--- config.mk ---
export PLATFORM = sky130hd
export DESIGN_NAME = overcurrent_retry_field_limit
export DESIGN_NICKNAME = d
export VERILOG_FILES = /design/src/hw/overcurrent_retry_field_pkg.sv /design/src/hw/overcurrent_retry_field_limit.sv
export VERILOG_INCLUDE_DIRS = /design/src /design/src/hw
export SDC_FILE = /design/constraint.sdc
export NUM_CORES = 1
export LEC_CHECK = 0
export ABC_AREA = 1
export BUFFER_PORTS_ARGS = -buffer_cell sky130_fd_sc_hd__buf_2
export CORE_MARGIN = 5
export CORE_UTILIZATION = 40
export CTS_BUF_LIST = sky130_fd_sc_hd__clkbuf_4 sky130_fd_sc_hd__clkbuf_8
export DETAILED_ROUTE_END_ITERATION = 16
export PLACE_DENSITY_LB_ADDON = 0.2
export SLEW_MARGIN = 20
export SYNTH_ARGS = -nofsm -noshare
export SYNTH_HDL_FRONTEND = slang
export SYNTH_SLANG_ARGS = --single-unit
--- constraint.sdc ---
create_clock -name ref_clk -period 49.1 [get_ports ref_clk]
set_clock_uncertainty 0.1 [all_clocks]
set_input_delay 4.91 -clock ref_clk [delete_from_list [all_inputs] [get_ports ref_clk]]
set_output_delay 4.91 -clock ref_clk [all_outputs]
set_load 0.005 [all_outputs]
--- src/hw/overcurrent_retry_field_defs.svh ---
// Constants for the overcurrent retry and current-limit block
`ifndef OVERCURRENT_RETRY_FIELD_DEFS_SVH
`define OVERCURRENT_RETRY_FIELD_DEFS_SVH

`define OFF_PRESENT 8'h03
`define OFF_FAULT 8'h04
`define OFF_RETRY 8'h0B
`define OFF_LIMCFG 8'h0D
`define OFF_TIMING 8'h0E
`define OFF_RESTART 8'hA2
`define OFF_NVLIM 8'hAD
`define OFF_SCRATCH_LO 8'hE9
`define OFF_SCRATCH_HI 8'hEF

`define BIT_OC_PRESENT 0
`define BIT_OVERCURRENT_FAULT_LATCH 0
`define BIT_DELAY_RUN 0
`define RETRY_LSB 0
`define COOL_LSB 0
`define LIMIT_SENSE_FIELD_LSB 0
`define FB_LSB 4
`define BIT_LOAD_POWER_FOLDBACK_BIT 6
`define BIT_FBDIS 7

`define RETRY_NONE 2'h0
`define RETRY_ONE 2'h1
`define RETRY_SEVEN 2'h2
`define RETRY_COUNT_ONE 3'h1
`define RETRY_COUNT_SEVEN 3'h7

`define NVLIM_RESET 8'h05
`define RETRY_RESET 8'h00
`define TIMING_RESET 8'h00

`define LIMIT_SENSE_FIELD_BASE_MV 15
`define FB_PCT10 10'd100
`define FB_PCT20 10'd200
`define FB_PCT50 10'd500
`define FB_FULL 10'd1000
`define KNEE_MV 900
`define LOAD_POWER_FOLDBACK_BIT_END_MV 1800

`define CLK_PERIOD_NS 8
`define MS_NS 1000000
`define MS_CYCLES (`MS_NS / `CLK_PERIOD_NS)
`define COOL_MIN_MS 17'd512
`define CNT_RESET_MS 17'd16400

`endif

--- src/hw/overcurrent_retry_field_pkg.sv ---
// Types for the overcurrent retry and current-limit block
`default_nettype none
package overcurrent_retry_field_pkg;

   typedef enum logic [1:0] {
      ST_RUN = 2'h0,
      ST_COOL = 2'h1,
      ST_HOLD = 2'h3
   } gate_state_t;

   typedef struct packed {
      logic [1:0] engSync;
      logic [1:0] tmrSync;
      logic [1:0] pgSync;
      logic [1:0] onSync;
      logic tmrPrev;
      logic loadPending;
      gate_state_t state;
      logic ocPresent;
      logic ocFault;
      logic [7:0] retryCtl;
      logic [7:0] limCfg;
      logic [7:0] timingCfg;
      logic [7:0] nvLim;
      logic [16:0] tickCnt;
      logic [16:0] coolMs;
      logic [16:0] resetMs;
      logic resetRun;
      logic [2:0] retriesUsed;
      logic [7:0] rdData;
      logic gateEnable;
      logic gatePullDown;
      logic [15:0] limitUv;
   } state_t;

endpackage : overcurrent_retry_field_pkg
`default_nettype wire

--- src/hw/overcurrent_retry_field_limit.sv ---
// Overcurrent fault, auto-retry and current-limit foldback control
`timescale 1ns/1ps
`default_nettype none
`include "overcurrent_retry_field_defs.svh"

module overcurrent_retry_field_limit #(
   parameter int unsigned MS_CYCLES = `MS_CYCLES
) (
   input wire logic ref_clk,
   input wire logic rst_n,
   input wire logic limitEngagedPin,
   input wire logic timerThresholdPin,
   input wire logic powerGoodPin,
   input wire logic turnOnRequestPin,
   input wire logic [11:0] outputSenseMv,
   input wire logic [7:0] regAddr,
   input wire logic [7:0] regWrData,
   input wire logic regWrEn,
   input wire logic regRdEn,
   output logic [7:0] regRdData,
   output logic gateEnable,
   output logic gatePullDown,
   output logic delayRunning,
   output logic [4:0] limitSenseMv,
   output logic [5:0] fastPulldownMv,
   output logic [15:0] effectiveLimitUv
);

   ////////////////////////////////////////////////////////////////////////
   // State, reset constant and scratch storage

   localparam overcurrent_retry_field_pkg::state_t RESET_STATE = '{
      engSync: 2'h0, tmrSync: 2'h0, pgSync: 2'h0, onSync: 2'h0,
      tmrPrev: 1'b0, loadPending: 1'b1, state: overcurrent_retry_field_pkg::ST_RUN,
      ocPresent: 1'b0, ocFault: 1'b0, retryCtl: `RETRY_RESET,
      limCfg: `NVLIM_RESET, timingCfg: `TIMING_RESET, nvLim: `NVLIM_RESET,
      tickCnt: 17'h0, coolMs: 17'h0, resetMs: 17'h0, resetRun: 1'b0,
      retriesUsed: 3'h0, rdData: 8'h00, gateEnable: 1'b0,
      gatePullDown: 1'b0, limitUv: 16'h0000
   };
   localparam logic [16:0] TICK_LAST = 17'(MS_CYCLES - 1);

   overcurrent_retry_field_pkg::state_t s_reg;
   overcurrent_retry_field_pkg::state_t s_next;

   logic [7:0] scratch_reg [0:6];
   logic [7:0] scratch_next [0:6];

   ////////////////////////////////////////////////////////////////////////
   // Decoded configuration

   logic [1:0] retrySel;
   logic [2:0] coolSel;
   logic [3:0] ilimSel;
   logic [1:0] fbSel;
   logic lpfbOn;
   logic fbDisable;
   logic [4:0] vilimMv;
   logic [9:0] fbFloor;
   logic [2:0] retryLimit;
   logic msTick;
   logic faultEvent;
   logic [16:0] coolLen;
   logic [9:0] ratio;
   logic [31:0] ratioWork;
   logic [31:0] vWork;

   assign retrySel = s_reg.retryCtl[`RETRY_LSB +: 2];
   assign coolSel = s_reg.timingCfg[`COOL_LSB +: 3];
   assign ilimSel = s_reg.limCfg[`LIMIT_SENSE_FIELD_LSB +: 4];
   assign fbSel = s_reg.limCfg[`FB_LSB +: 2];
   assign lpfbOn = s_reg.limCfg[`BIT_LOAD_POWER_FOLDBACK_BIT];
   assign fbDisable = s_reg.limCfg[`BIT_FBDIS];
   // 1 mV steps from 15 mV
   assign vilimMv = 5'(`LIMIT_SENSE_FIELD_BASE_MV) + {1'b0, ilimSel};
   // 512 ms doubled per code step
   assign coolLen = `COOL_MIN_MS << coolSel;
   assign msTick = (s_reg.tickCnt == TICK_LAST);
   assign faultEvent = s_reg.tmrSync[1] & ~s_reg.tmrPrev & (s_reg.state == overcurrent_retry_field_pkg::ST_RUN);

   ////////////////////////////////////////////////////////////////////////
   // Retry count and foldback floor

   always_comb begin
      case (retrySel)
         `RETRY_ONE: retryLimit = `RETRY_COUNT_ONE;
         `RETRY_SEVEN: retryLimit = `RETRY_COUNT_SEVEN;
         default: retryLimit = 3'h0;
      endcase
      case (fbSel)
         2'h0: fbFloor = `FB_PCT10;
         2'h1: fbFloor = `FB_PCT20;
         2'h2: fbFloor = `FB_PCT50;
         default: fbFloor = `FB_FULL;
      endcase
   end

   // Divides by constant knee width; one combinational path, no iteration
   always_comb begin
      vWork = {20'h0, outputSenseMv};
      ratioWork = 32'(`FB_FULL);
      if (s_reg.state != overcurrent_retry_field_pkg::ST_RUN || !s_reg.pgSync[1]) begin
         ratioWork = {22'h0, fbFloor};
      end else if (vWork < 32'(`KNEE_MV)) begin
         if (!fbDisable) begin
            ratioWork = {22'h0, fbFloor} + ((32'(`FB_FULL) - {22'h0, fbFloor}) * vWork) / 32'(`KNEE_MV);
         end
      end else if (lpfbOn) begin
         if (vWork >= 32'(`LOAD_POWER_FOLDBACK_BIT_END_MV)) begin
            ratioWork = 32'(`FB_PCT50);
         end else begin
            ratioWork = 32'(`FB_FULL) - (32'(`FB_PCT50) * (vWork - 32'(`KNEE_MV))) / 32'(`KNEE_MV);
         end
      end
      // disable bit only gates the normal rise branch
      ratio = ratioWork[9:0];
   end

   ////////////////////////////////////////////////////////////////////////
   // Next state

   always_comb begin
      s_next = s_reg;
      for (int i = 0; i < 7; i++) begin
         scratch_next[i] = scratch_reg[i];
      end

      s_next.engSync = {s_reg.engSync[0], limitEngagedPin};
      s_next.tmrSync = {s_reg.tmrSync[0], timerThresholdPin};
      s_next.pgSync = {s_reg.pgSync[0], powerGoodPin};
      s_next.onSync = {s_reg.onSync[0], turnOnRequestPin};
      s_next.tmrPrev = s_reg.tmrSync[1];
      s_next.tickCnt = msTick ? 17'h0 : s_reg.tickCnt + 17'h1;

      // defaults from nonvolatile copy after reset
      if (s_reg.loadPending) begin
         s_next.limCfg = s_reg.nvLim;
         s_next.loadPending = 1'b0;
      end

      // reset timer frozen without power good
      if (s_reg.resetRun && s_reg.pgSync[1] && msTick) begin
         if (s_reg.resetMs == 17'h0) begin
            s_next.resetRun = 1'b0;
            s_next.retriesUsed = 3'h0;
         end else begin
            s_next.resetMs = s_reg.resetMs - 17'h1;
         end
      end

      case (s_reg.state)
         overcurrent_retry_field_pkg::ST_RUN: begin
            s_next.ocPresent = s_reg.engSync[1] & s_reg.gateEnable;
            if (faultEvent) begin
               s_next.ocFault = 1'b1;
               s_next.gatePullDown = 1'b1;
               s_next.coolMs = coolLen;
               s_next.state = overcurrent_retry_field_pkg::ST_COOL;
            end
         end
         overcurrent_retry_field_pkg::ST_COOL: begin
            s_next.ocPresent = 1'b0;
            if (msTick) begin
               s_next.coolMs = s_reg.coolMs - 17'h1;
            end
            if (s_reg.coolMs == 17'h0) begin
               s_next.coolMs = 17'h0;
               s_next.gatePullDown = 1'b0;
               if (!s_reg.ocFault) begin
                  s_next.state = overcurrent_retry_field_pkg::ST_RUN;
               end else if (retrySel == `RETRY_NONE) begin
                  s_next.state = overcurrent_retry_field_pkg::ST_HOLD;
               end else if (retryLimit == 3'h0) begin
                  s_next.state = overcurrent_retry_field_pkg::ST_RUN;
               end else if (s_reg.retriesUsed >= retryLimit) begin
                  s_next.state = overcurrent_retry_field_pkg::ST_HOLD;
               end else begin
                  // own counter, not shared with integrity fault
                  s_next.retriesUsed = s_reg.retriesUsed + 3'h1;
                  s_next.resetMs = `CNT_RESET_MS;
                  s_next.resetRun = 1'b1;
                  s_next.state = overcurrent_retry_field_pkg::ST_RUN;
               end
            end
         end
         default: begin
            s_next.ocPresent = 1'b0;
            if (!s_reg.ocFault) begin
               s_next.coolMs = coolLen;
               s_next.retriesUsed = 3'h0;
               s_next.resetRun = 1'b0;
               s_next.state = overcurrent_retry_field_pkg::ST_COOL;
            end
         end
      endcase

      s_next.gateEnable = (s_next.state == overcurrent_retry_field_pkg::ST_RUN) & s_reg.onSync[1] & ~s_next.gatePullDown;

      // Register writes; hardware set beats software clear
      if (regWrEn) begin
         if (regAddr == `OFF_FAULT) begin
            if (regWrData[`BIT_OVERCURRENT_FAULT_LATCH] && !faultEvent) begin
               s_next.ocFault = 1'b0;
            end
         end else if (regAddr == `OFF_RETRY) begin
            s_next.retryCtl = regWrData;
         end else if (regAddr == `OFF_LIMCFG) begin
            s_next.limCfg = regWrData;
         end else if (regAddr == `OFF_TIMING) begin
            s_next.timingCfg = regWrData;
         end else if (regAddr == `OFF_NVLIM) begin
            s_next.nvLim = regWrData;
         end else if (regAddr >= `OFF_SCRATCH_LO && regAddr <= `OFF_SCRATCH_HI) begin
            scratch_next[3'(regAddr - `OFF_SCRATCH_LO)] = regWrData;
         end
      end

      if (regRdEn) begin
         s_next.rdData = 8'h00;
         if (regAddr == `OFF_PRESENT) begin
            s_next.rdData[`BIT_OC_PRESENT] = s_reg.ocPresent;
         end else if (regAddr == `OFF_FAULT) begin
            s_next.rdData[`BIT_OVERCURRENT_FAULT_LATCH] = s_reg.ocFault;
         end else if (regAddr == `OFF_RETRY) begin
            s_next.rdData = s_reg.retryCtl;
         end else if (regAddr == `OFF_LIMCFG) begin
            s_next.rdData = s_reg.limCfg;
         end else if (regAddr == `OFF_TIMING) begin
            s_next.rdData = s_reg.timingCfg;
         end else if (regAddr == `OFF_RESTART) begin
            s_next.rdData[`BIT_DELAY_RUN] = (s_reg.state == overcurrent_retry_field_pkg::ST_COOL);
         end else if (regAddr == `OFF_NVLIM) begin
            s_next.rdData = s_reg.nvLim;
         end else if (regAddr >= `OFF_SCRATCH_LO && regAddr <= `OFF_SCRATCH_HI) begin
            s_next.rdData = scratch_reg[3'(regAddr - `OFF_SCRATCH_LO)];
         end
      end

      // Both factors widened first so the product is never cut at five or ten bits
      s_next.limitUv = 16'({11'h000, vilimMv} * {6'h00, ratio});
   end

   ////////////////////////////////////////////////////////////////////////
   // Registers

   always_ff @(posedge ref_clk or negedge rst_n) begin
      if (!rst_n) begin
         s_reg <= RESET_STATE;
         for (int i = 0; i < 7; i++) begin
            scratch_reg[i] <= 8'h00;
         end
      end else begin
         s_reg <= s_next;
         for (int i = 0; i < 7; i++) begin
            scratch_reg[i] <= scratch_next[i];
         end
      end
   end

   ////////////////////////////////////////////////////////////////////////
   // Outputs

   assign regRdData = s_reg.rdData;
   assign gateEnable = s_reg.gateEnable;
   assign gatePullDown = s_reg.gatePullDown;
   assign delayRunning = (s_reg.state == overcurrent_retry_field_pkg::ST_COOL);
   assign limitSenseMv = vilimMv;
   assign fastPulldownMv = {vilimMv, 1'b0};
   assign effectiveLimitUv = s_reg.limitUv;

endmodule : overcurrent_retry_field_limit
`default_nettype wire

-- After elaboration in Yosys (flattened, before gate mapping)
Cells that the tools add are included.
- input port bits: 36
- flip-flop bits (word level): 182
- output and inout bits: 38
- logic and storage cells: 167
- shifts and indexed selects: 1
- equal/unequal tests: 16
- $add $sub $neg: 10
- reduce and logical (&&, ||, !) cells: 21
- $lt $le $gt $ge: 7
- multipliers: 3
- mux-type cells: 65
- bitwise logic cells: 13
- div/mod/pow operators: 2
- operator list (kind ; count):
    $mux W8 ; 14
    $mux W21 ; 5
    $mux W17 ; 6
    $div A32 B10 Y32 const B ; 2
    $bwmux W56 ; 1
    $mux W10 ; 5
    $mux W38 ; 1
    $logic_not A17 Y1 ; 2
    $pmux W17 S2 ; 1
    $sub A17 B1 Y17 const B ; 2
    $mux W33 ; 1
    $mul A7 B32 Y30 const A ; 1
    $mux W32 ; 1
    $pmux W10 S3 ; 1
    $bmux W8 S3 ; 1
    $demux W8 S3 ; 1
    $eq A8 B4 Y1 const B ; 3
    $mul A11 B13 Y24 ; 1
    $mux W24 ; 1
    $mux W7 ; 3
    $add A17 B1 Y17 const B ; 1
    $eq A17 B17 Y1 const B ; 1
    $shl A10 B3 Y17 const A ; 1
    $eq A8 B8 Y1 const B ; 2
    other kinds (42) ; 80

-- Longest topological paths before layout
Gate-level depths: netlist of run 1.
- depth after elaboration: 13
- depth in mapped cells: 215
- gate-level depth less buffers: 210

-- Least setup slack after synthesis of run 1
No wires, ideal clock.
- path type: input to register
- start point: in outputSenseMv[2]
- end point: reg s_reg (netlist bit effectiveLimitUv[14])
- library setup time: 0.080 ns
- arrival time: 27.823 ns
- path slack: 21.097 ns
- path buffers: 16
- stages on the path: 183
- data required time: 48.920 ns
- path through: clkbuf_1 -> inv_1 -> ha_1 -> nand2_4 -> nand2_4 -> nand3_2 -> buf_2 -> inv_1 -> ha_1 -> inv_1 -> fa_1 -> inv_1 -> fa_1 -> fa_1 -> ha_1 -> a21oi_1 -> o21ai_0 -> a21oi_1 -> [... 147 more ...] -> inv_1 -> fa_1 -> inv_1 -> ha_1 -> a21oi_1 -> nor2_1 -> o21ai_0 -> nand2_1 -> a21oi_1 -> inv_1 -> nand2_1 -> inv_1 -> nor2_1 -> inv_1 -> a21oi_1 -> o21ai_0 -> a21oi_1 -> xnor2_1
- RTL lines (what ; line ; text):
    start, declared ; overcurrent_retry_field_limit.sv:15 ; input wire logic [11:0] outputSenseMv,
    end signal, assigned ; overcurrent_retry_field_limit.sv:253 ; s_reg <= s_next;
    end, declared ; overcurrent_retry_field_limit.sv:43 ; overcurrent_retry_field_pkg::state_t s_reg;

==> results.sh, run 1 <==
export IMPL_grt_overflow_total=0
export IMPL_cts_tree="yes"
export IMPL_postRouteAntennaNets=0
export IMPL_crit_top_cell="nand2_2"
export IMPL_yosysMostFrequentCell="nand2_1"
export IMPL_via_per_inst=5.02
export IMPL_yosysWarnings=0
export IMPL_path_class="input pin to flop"
export IMPL_period_needed_ns=32.76
export IMPL_rows=107
export IMPL_crit_path_end_kind="flop"
export IMPL_max_stage_delay_ns=0.55
export IMPL_post_synth_top_area_cell="nand2_1"
export IMPL_synthTopCellsByCount="1267 x nand2_1, 809 x inv_1, 485 x nand3_1"
export IMPL_ys_flop_type="dfrtp_1"
export IMPL_drtIter0Drc=2000
export IMPL_finalCritPeriodShare=0.667
export IMPL_worstPathMaxFanout=22
export IMPL_floorplan_initialDensity=0.401
export IMPL_die_y_um=302
export IMPL_holdPathStages=0
export IMPL_use_met1=0.271
export IMPL_crit_slowest_cell="fa_1"
export IMPL_synth_seq_area_share=0.134
export IMPL_worstPathArrival_ns=33.06
export IMPL_ys_ff_latch=182
export IMPL_synth_cell_type_count=90
export IMPL_largest_reg_flops=83
export IMPL_hpwl_um=74000
export IMPL_cts_resized=0
export IMPL_synth_area_leaders="nand2_1 14%, dfrtp_1 13%, inv_1 8.9%"
export IMPL_nNetsFinal=5530
export IMPL_syn_inst=5219
export IMPL_synth_edf_count=0
export IMPL_cts_buffers=17
export IMPL_synth_top_area_share=0.140
export IMPL_cts_sinks=182
export IMPL_root_buffer="clkbuf_8"
export IMPL_rsz0062_at_grt="false"
export IMPL_clk_pin_slew_worst_paths_ns=0.10
export IMPL_tightest_slew_ns=1.10
export IMPL_ios=74
export IMPL_grt_usage=0.193
export IMPL_report_final_hold_viol_count=0
export IMPL_status="completed"
export IMPL_finalSetupViolCount=0
export IMPL_async_flop_share=1.00
export IMPL_grt_pass1_wl_um=149000
export IMPL_finalWirelength_um=89200
export IMPL_postCtsSetupBuffers=0
export IMPL_busiest_layer="met2"
export IMPL_vias=31900
export IMPL_first_pass_iters=5
export IMPL_slew_headroom=0.252
export IMPL_layout_drive_gt1_share=0.143
export IMPL_fmax_ghz=0.0305
export IMPL_critPathLaunchType="input pin"
export IMPL_clockBufferDepth=2
export IMPL_use_met2=0.336
export IMPL_hold_buffers=0
export IMPL_core_um2=84700
export IMPL_met3_usage=0.0106
export IMPL_drc=0
export IMPL_htreeDepth=4
export IMPL_antenna_found_initial=0
export IMPL_grt_pass1_vias=30100
export IMPL_drv_cap=0
export IMPL_min_delay_path_class="flop to flop"
export IMPL_worst_ep_required_time_ns=49.40
export IMPL_die_area_um2=91000
export IMPL_worstSkewPairLatency_ns=0.48
export IMPL_synthToLayoutAreaGrowth_pct=3.28
export IMPL_wl_per_cell_um=14.0
export IMPL_diodes=0
export IMPL_numPortBuffers=71
export IMPL_grt_start_max_net_pins=106
export IMPL_syn_mean_instance_area_um2=6.52
export IMPL_synthesis_area_um2=34000
export IMPL_place_congestion=0.875
export IMPL_worst_r2r_path_depth=172
export IMPL_drv_slew=0
export IMPL_tns_ns=0
export IMPL_die_x_um=302
==> worst paths after layout <==
check / from / endpoint / slack (ns)
worst max register to register: fbSel[0]$_DFF_PN0_ / effectiveLimitUv[14]$_DFF_PN0_ / 20.31
worst min register to register: s_next[122]$_DFF_PN0_ / s_reg[122]$_DFF_PN0_ / 0.26
worst min-delay path: s_next[122]$_DFF_PN0_ / s_reg[122]$_DFF_PN0_ / 0.26
max in group asynchronous: rst_n / s_reg[93]$_DFFE_PN0P_ / 43.18
min in group asynchronous: rst_n / s_reg[36]$_DFF_PN0_ / 4.41
worst max-delay path: outputSenseMv[3] / effectiveLimitUv[14]$_DFF_PN0_ / 16.34
==> placed cells by master, fill, tap and decap left out, drive strengths merged, types with 3 or more instances in the layout <==
cell type	netlist	final
nand3b	23	23
ha	160	160
buf	68	77
o311ai	6	6
nor2	566	566
o2111ai	7	7
a21oi	156	156
nor3	73	73
clkinv	20	25
a31oi	13	13
nor3b	3	3
nand3	569	569
and2	6	6
clkbuf	48	20
o211ai	24	24
a21o	6	6
conb	1	3
nand4	134	134
inv	863	868
a21boi	7	7
nand2	1575	1575
o31ai	5	5
o221ai	4	4
dfstp	5	5
xnor2	57	57
xor2	160	160
or2	21	21
o21bai	11	11
o21ai	259	259
dfrtp	177	177
nor4	15	15
fa	134	134
o22ai	16	16
==> worst max-delay path, delay by kind of cell <==
family / cells / cell delay [ns]
adder cells (fa/ha/maj): 10 / 4.26
AO/OA/AOI/OAI: 19 / 3.82
buffers and inverters: 18 / 1.56
XOR/XNOR: 3 / 0.72
AND/OR/NAND/NOR: 128 / 17.63
==> final cells by class <==
type | count | area [um2]
Multi-Input combinational cell | 4037 | 24900
Clock buffer | 19 | 255
Tap cell | 1144 | 1430
Sequential cell | 182 | 4560
Clock inverter | 13 | 118
Timing Repair Buffer | 78 | 420
Fill cell | 9062 | 49600
Inverter | 884 | 3400
==> metrics by stage <==
stage / hold WS [ns] / setup slack (ns) / area (um2) / utilization / instances
2_1_floorplan: 0.231 / 21.10 / 34000 / - / 5221
3_3_place_gp: 0.235 / 16.25 / 34800 / 0.410 / 6325
3_5_place_dp: 0.236 / 15.95 / 34800 / 0.410 / 6325
4_1_cts: 0.260 / 16.35 / 35100 / 0.414 / 6357
5_1_grt: 0.261 / 13.37 / 35100 / 0.415 / 6357
6_report: 0.259 / 16.34 / 35100 / 0.415 / 6357
==> cells by family (layout without fill, tap and decap cells) <==
kind of cell    after synthesis  count (layout)  share of synthesized area
compound gates              531             531                     0.0911
buf+inv                    1002             994                      0.133
other cells                   1               3                   0.000110
fa+ha+maj                   294             294                      0.138
mux                           1               1                   0.000294
flops                       182             182                      0.134
xor+xnor                    217             217                     0.0568
simple gates               2991            2991                      0.447
==> metal layers <==
| metal | up-vias | share of wire |
|---|---|---|
| met5 | - | 0 |
| met1 | 14800 | 0.48 |
| met3 | 70 | 0.029 |
| met4 | 0 | 0.012 |
| met2 | 558 | 0.47 |
| li1 | 16500 | - |
Power of run 1 is not shown: default switching activity piles up to over one toggle a cycle in this logic, so the estimate is an artifact.
==> run 2, diff against run 1 <==
Clock period 49.1 ns to 31.8 ns, I/O delays scaled along.
==> results.sh, run 2 (synthesis gave the netlist of run 1 again) <==
export IMPL_postRouteAntennaNets=0
export IMPL_first_pass_iters=8
export IMPL_core_um2=84700
export IMPL_drv_slew=0
export IMPL_worst_ep_required_time_ns=32.09
export IMPL_crit_path_end_kind="flop"
export IMPL_floorplan_initialDensity=0.401
export IMPL_finalNonFillerCells=6403
export IMPL_antenna_found_initial=0
export IMPL_critPathLaunchType="input pin"
export IMPL_grt_usage=0.194
export IMPL_numPortBuffers=71
export IMPL_finalCritPeriodShare=0.917
export IMPL_ios=74
export IMPL_cts_buffers=17
export IMPL_finalSetupViolCount=0
export IMPL_wl_met1_um=43400
export IMPL_cts_sinks=182
export IMPL_die_area_um2=91000
export IMPL_pre_cts_ws_ns=0.349
export IMPL_root_buffer="clkbuf_8"
export IMPL_multiInputGateArea_um2=25200
export IMPL_worstSkewPairLatency_ns=0.46
export IMPL_drv_cap=0
export IMPL_fin_ws_ns=2.64
export IMPL_path_class="input pin to flop"
export IMPL_vias=32000
export IMPL_worstPathMaxFanout=22
export IMPL_via_per_inst=5.00
export IMPL_htreeDepth=4
export IMPL_crit_slowest_cell="fa_1"
export IMPL_worstPathArrival_ns=29.45
export IMPL_cts_tree="yes"
export IMPL_clockBufferDepth=2
export IMPL_drtIter0Drc=2045
export IMPL_highest_layer="met4"
export IMPL_nNetsFinal=5575
export IMPL_wl_per_cell_um=14.1
export IMPL_seqCellArea_um2=4560
export IMPL_layout_drive_gt1_share=0.157
export IMPL_fmax_ghz=0.0343
export IMPL_rows=107
export IMPL_min_delay_path_class="flop to flop"
export IMPL_tns_ns=0
export IMPL_synthToLayoutAreaGrowth_pct=5.13
export IMPL_status="completed"
export IMPL_place_congestion=0.874
export IMPL_grt_pass1_wl_um=150000
export IMPL_tightest_slew_ns=1.07
export IMPL_dpl_cell_count=6330
export IMPL_largest_reg_flops=83
export IMPL_clk_pin_slew_worst_paths_ns=0.09
export IMPL_grt_overflow_total=0
export IMPL_hpwl_um=74200
export IMPL_die_y_um=302
export IMPL_wl_met3_um=2910
export IMPL_crit_top_cell="nand2_2"
export IMPL_grt_pass1_vias=30300
export IMPL_max_stage_delay_ns=0.54
export IMPL_die_x_um=302
export IMPL_finalWirelength_um=90000
export IMPL_fill_cells=9037
export IMPL_report_final_hold_viol_count=0
export IMPL_grt_start_max_net_pins=107
export IMPL_slew_headroom=0.275
export IMPL_final_common_cell="nand2_1"
export IMPL_drc=0
export IMPL_final_cell_mix="1257 x nand2_1, 805 x inv_1, 482 x nand3_1"
export IMPL_period_needed_ns=29.16
export IMPL_dr_wl_met2_um=42200
run 2: changes by cell type in the layout (fill, tap and decap cells not counted), moves of 4 or more:
cell and change:
nand2_2 +8, nand2_1 -10, nor2_2 +5, xor2_2 +4, xor2_1 -4, o21ai_0 -8, o21ai_1 +6, nand2_4 -5
buf_4 +41, nand2_8 +8, nor2_1 -7, clkinvlp_4 +4, inv_1 -4
run 2: path summary, 6_finish.rpt:
path,start,to,slack [ns],depth (start not counted)
max reg2reg,fbSel[0]$_DFF_PN0_,effectiveLimitUv[14]$_DFF_PN0_,3.63,173
max in group asynchronous,rst_n,s_reg[81]$_DFFE_PN1P_,27.60,3
min in group asynchronous,rst_n,s_reg[37]$_DFF_PN0_,2.73,1
min,s_next[124]$_DFF_PN0_,s_next[118]$_DFF_PN0_,0.26,0
max,outputSenseMv[2],effectiveLimitUv[14]$_DFF_PN0_,2.64,182
min reg2reg,s_next[124]$_DFF_PN0_,s_next[118]$_DFF_PN0_,0.26,0
run 2: critical path, delay by kind of cell:
family	cells	cell delay, ns
xor gates and xnor gates	4	1.11
buffers and inverters	23	2.33
AOI/OAI and AO/OA	18	2.98
and+or+nand+nor	126	15.24
adders and majority gates	11	4.47
run 2: area by class of cell:
cell class,count,share of cell area
antenna,1,0.0000700
tap,1144,0.0400
clock inverter,12,0.00336
timing repair buffer,120,0.0214
multi-input combinational,4040,0.704
sequential,182,0.128
clock buffer,20,0.00752
inverter,884,0.0956
run 2: what timing repair did:
item | 4_1_cts | 5_1_grt
hold buffers | 0 | 0
endpoints found under the hold margin | 0 | 0
resized for setup | 0 | 57
setup endpoints to repair | 0 | 11
buffers inserted | 0 | 36
run 2: metrics by stage:
step,area (um2),hold WS [ns],util
2_1_floorplan,34000,0.231,-
5_1_grt,35800,0.261,0.422
4_1_cts,35200,0.258,0.415
3_5_place_dp,34800,0.236,0.411
3_3_place_gp,34800,0.233,0.411
6_report,35800,0.258,0.422
run 2: routing by layer:
layer,up-vias,GRT usage
met5,-,0
met4,0,0.0342
li1,16600,-
met1,14800,0.270
met3,81,0.0140
met2,505,0.335
Power of run 2 is left out for the same reason.
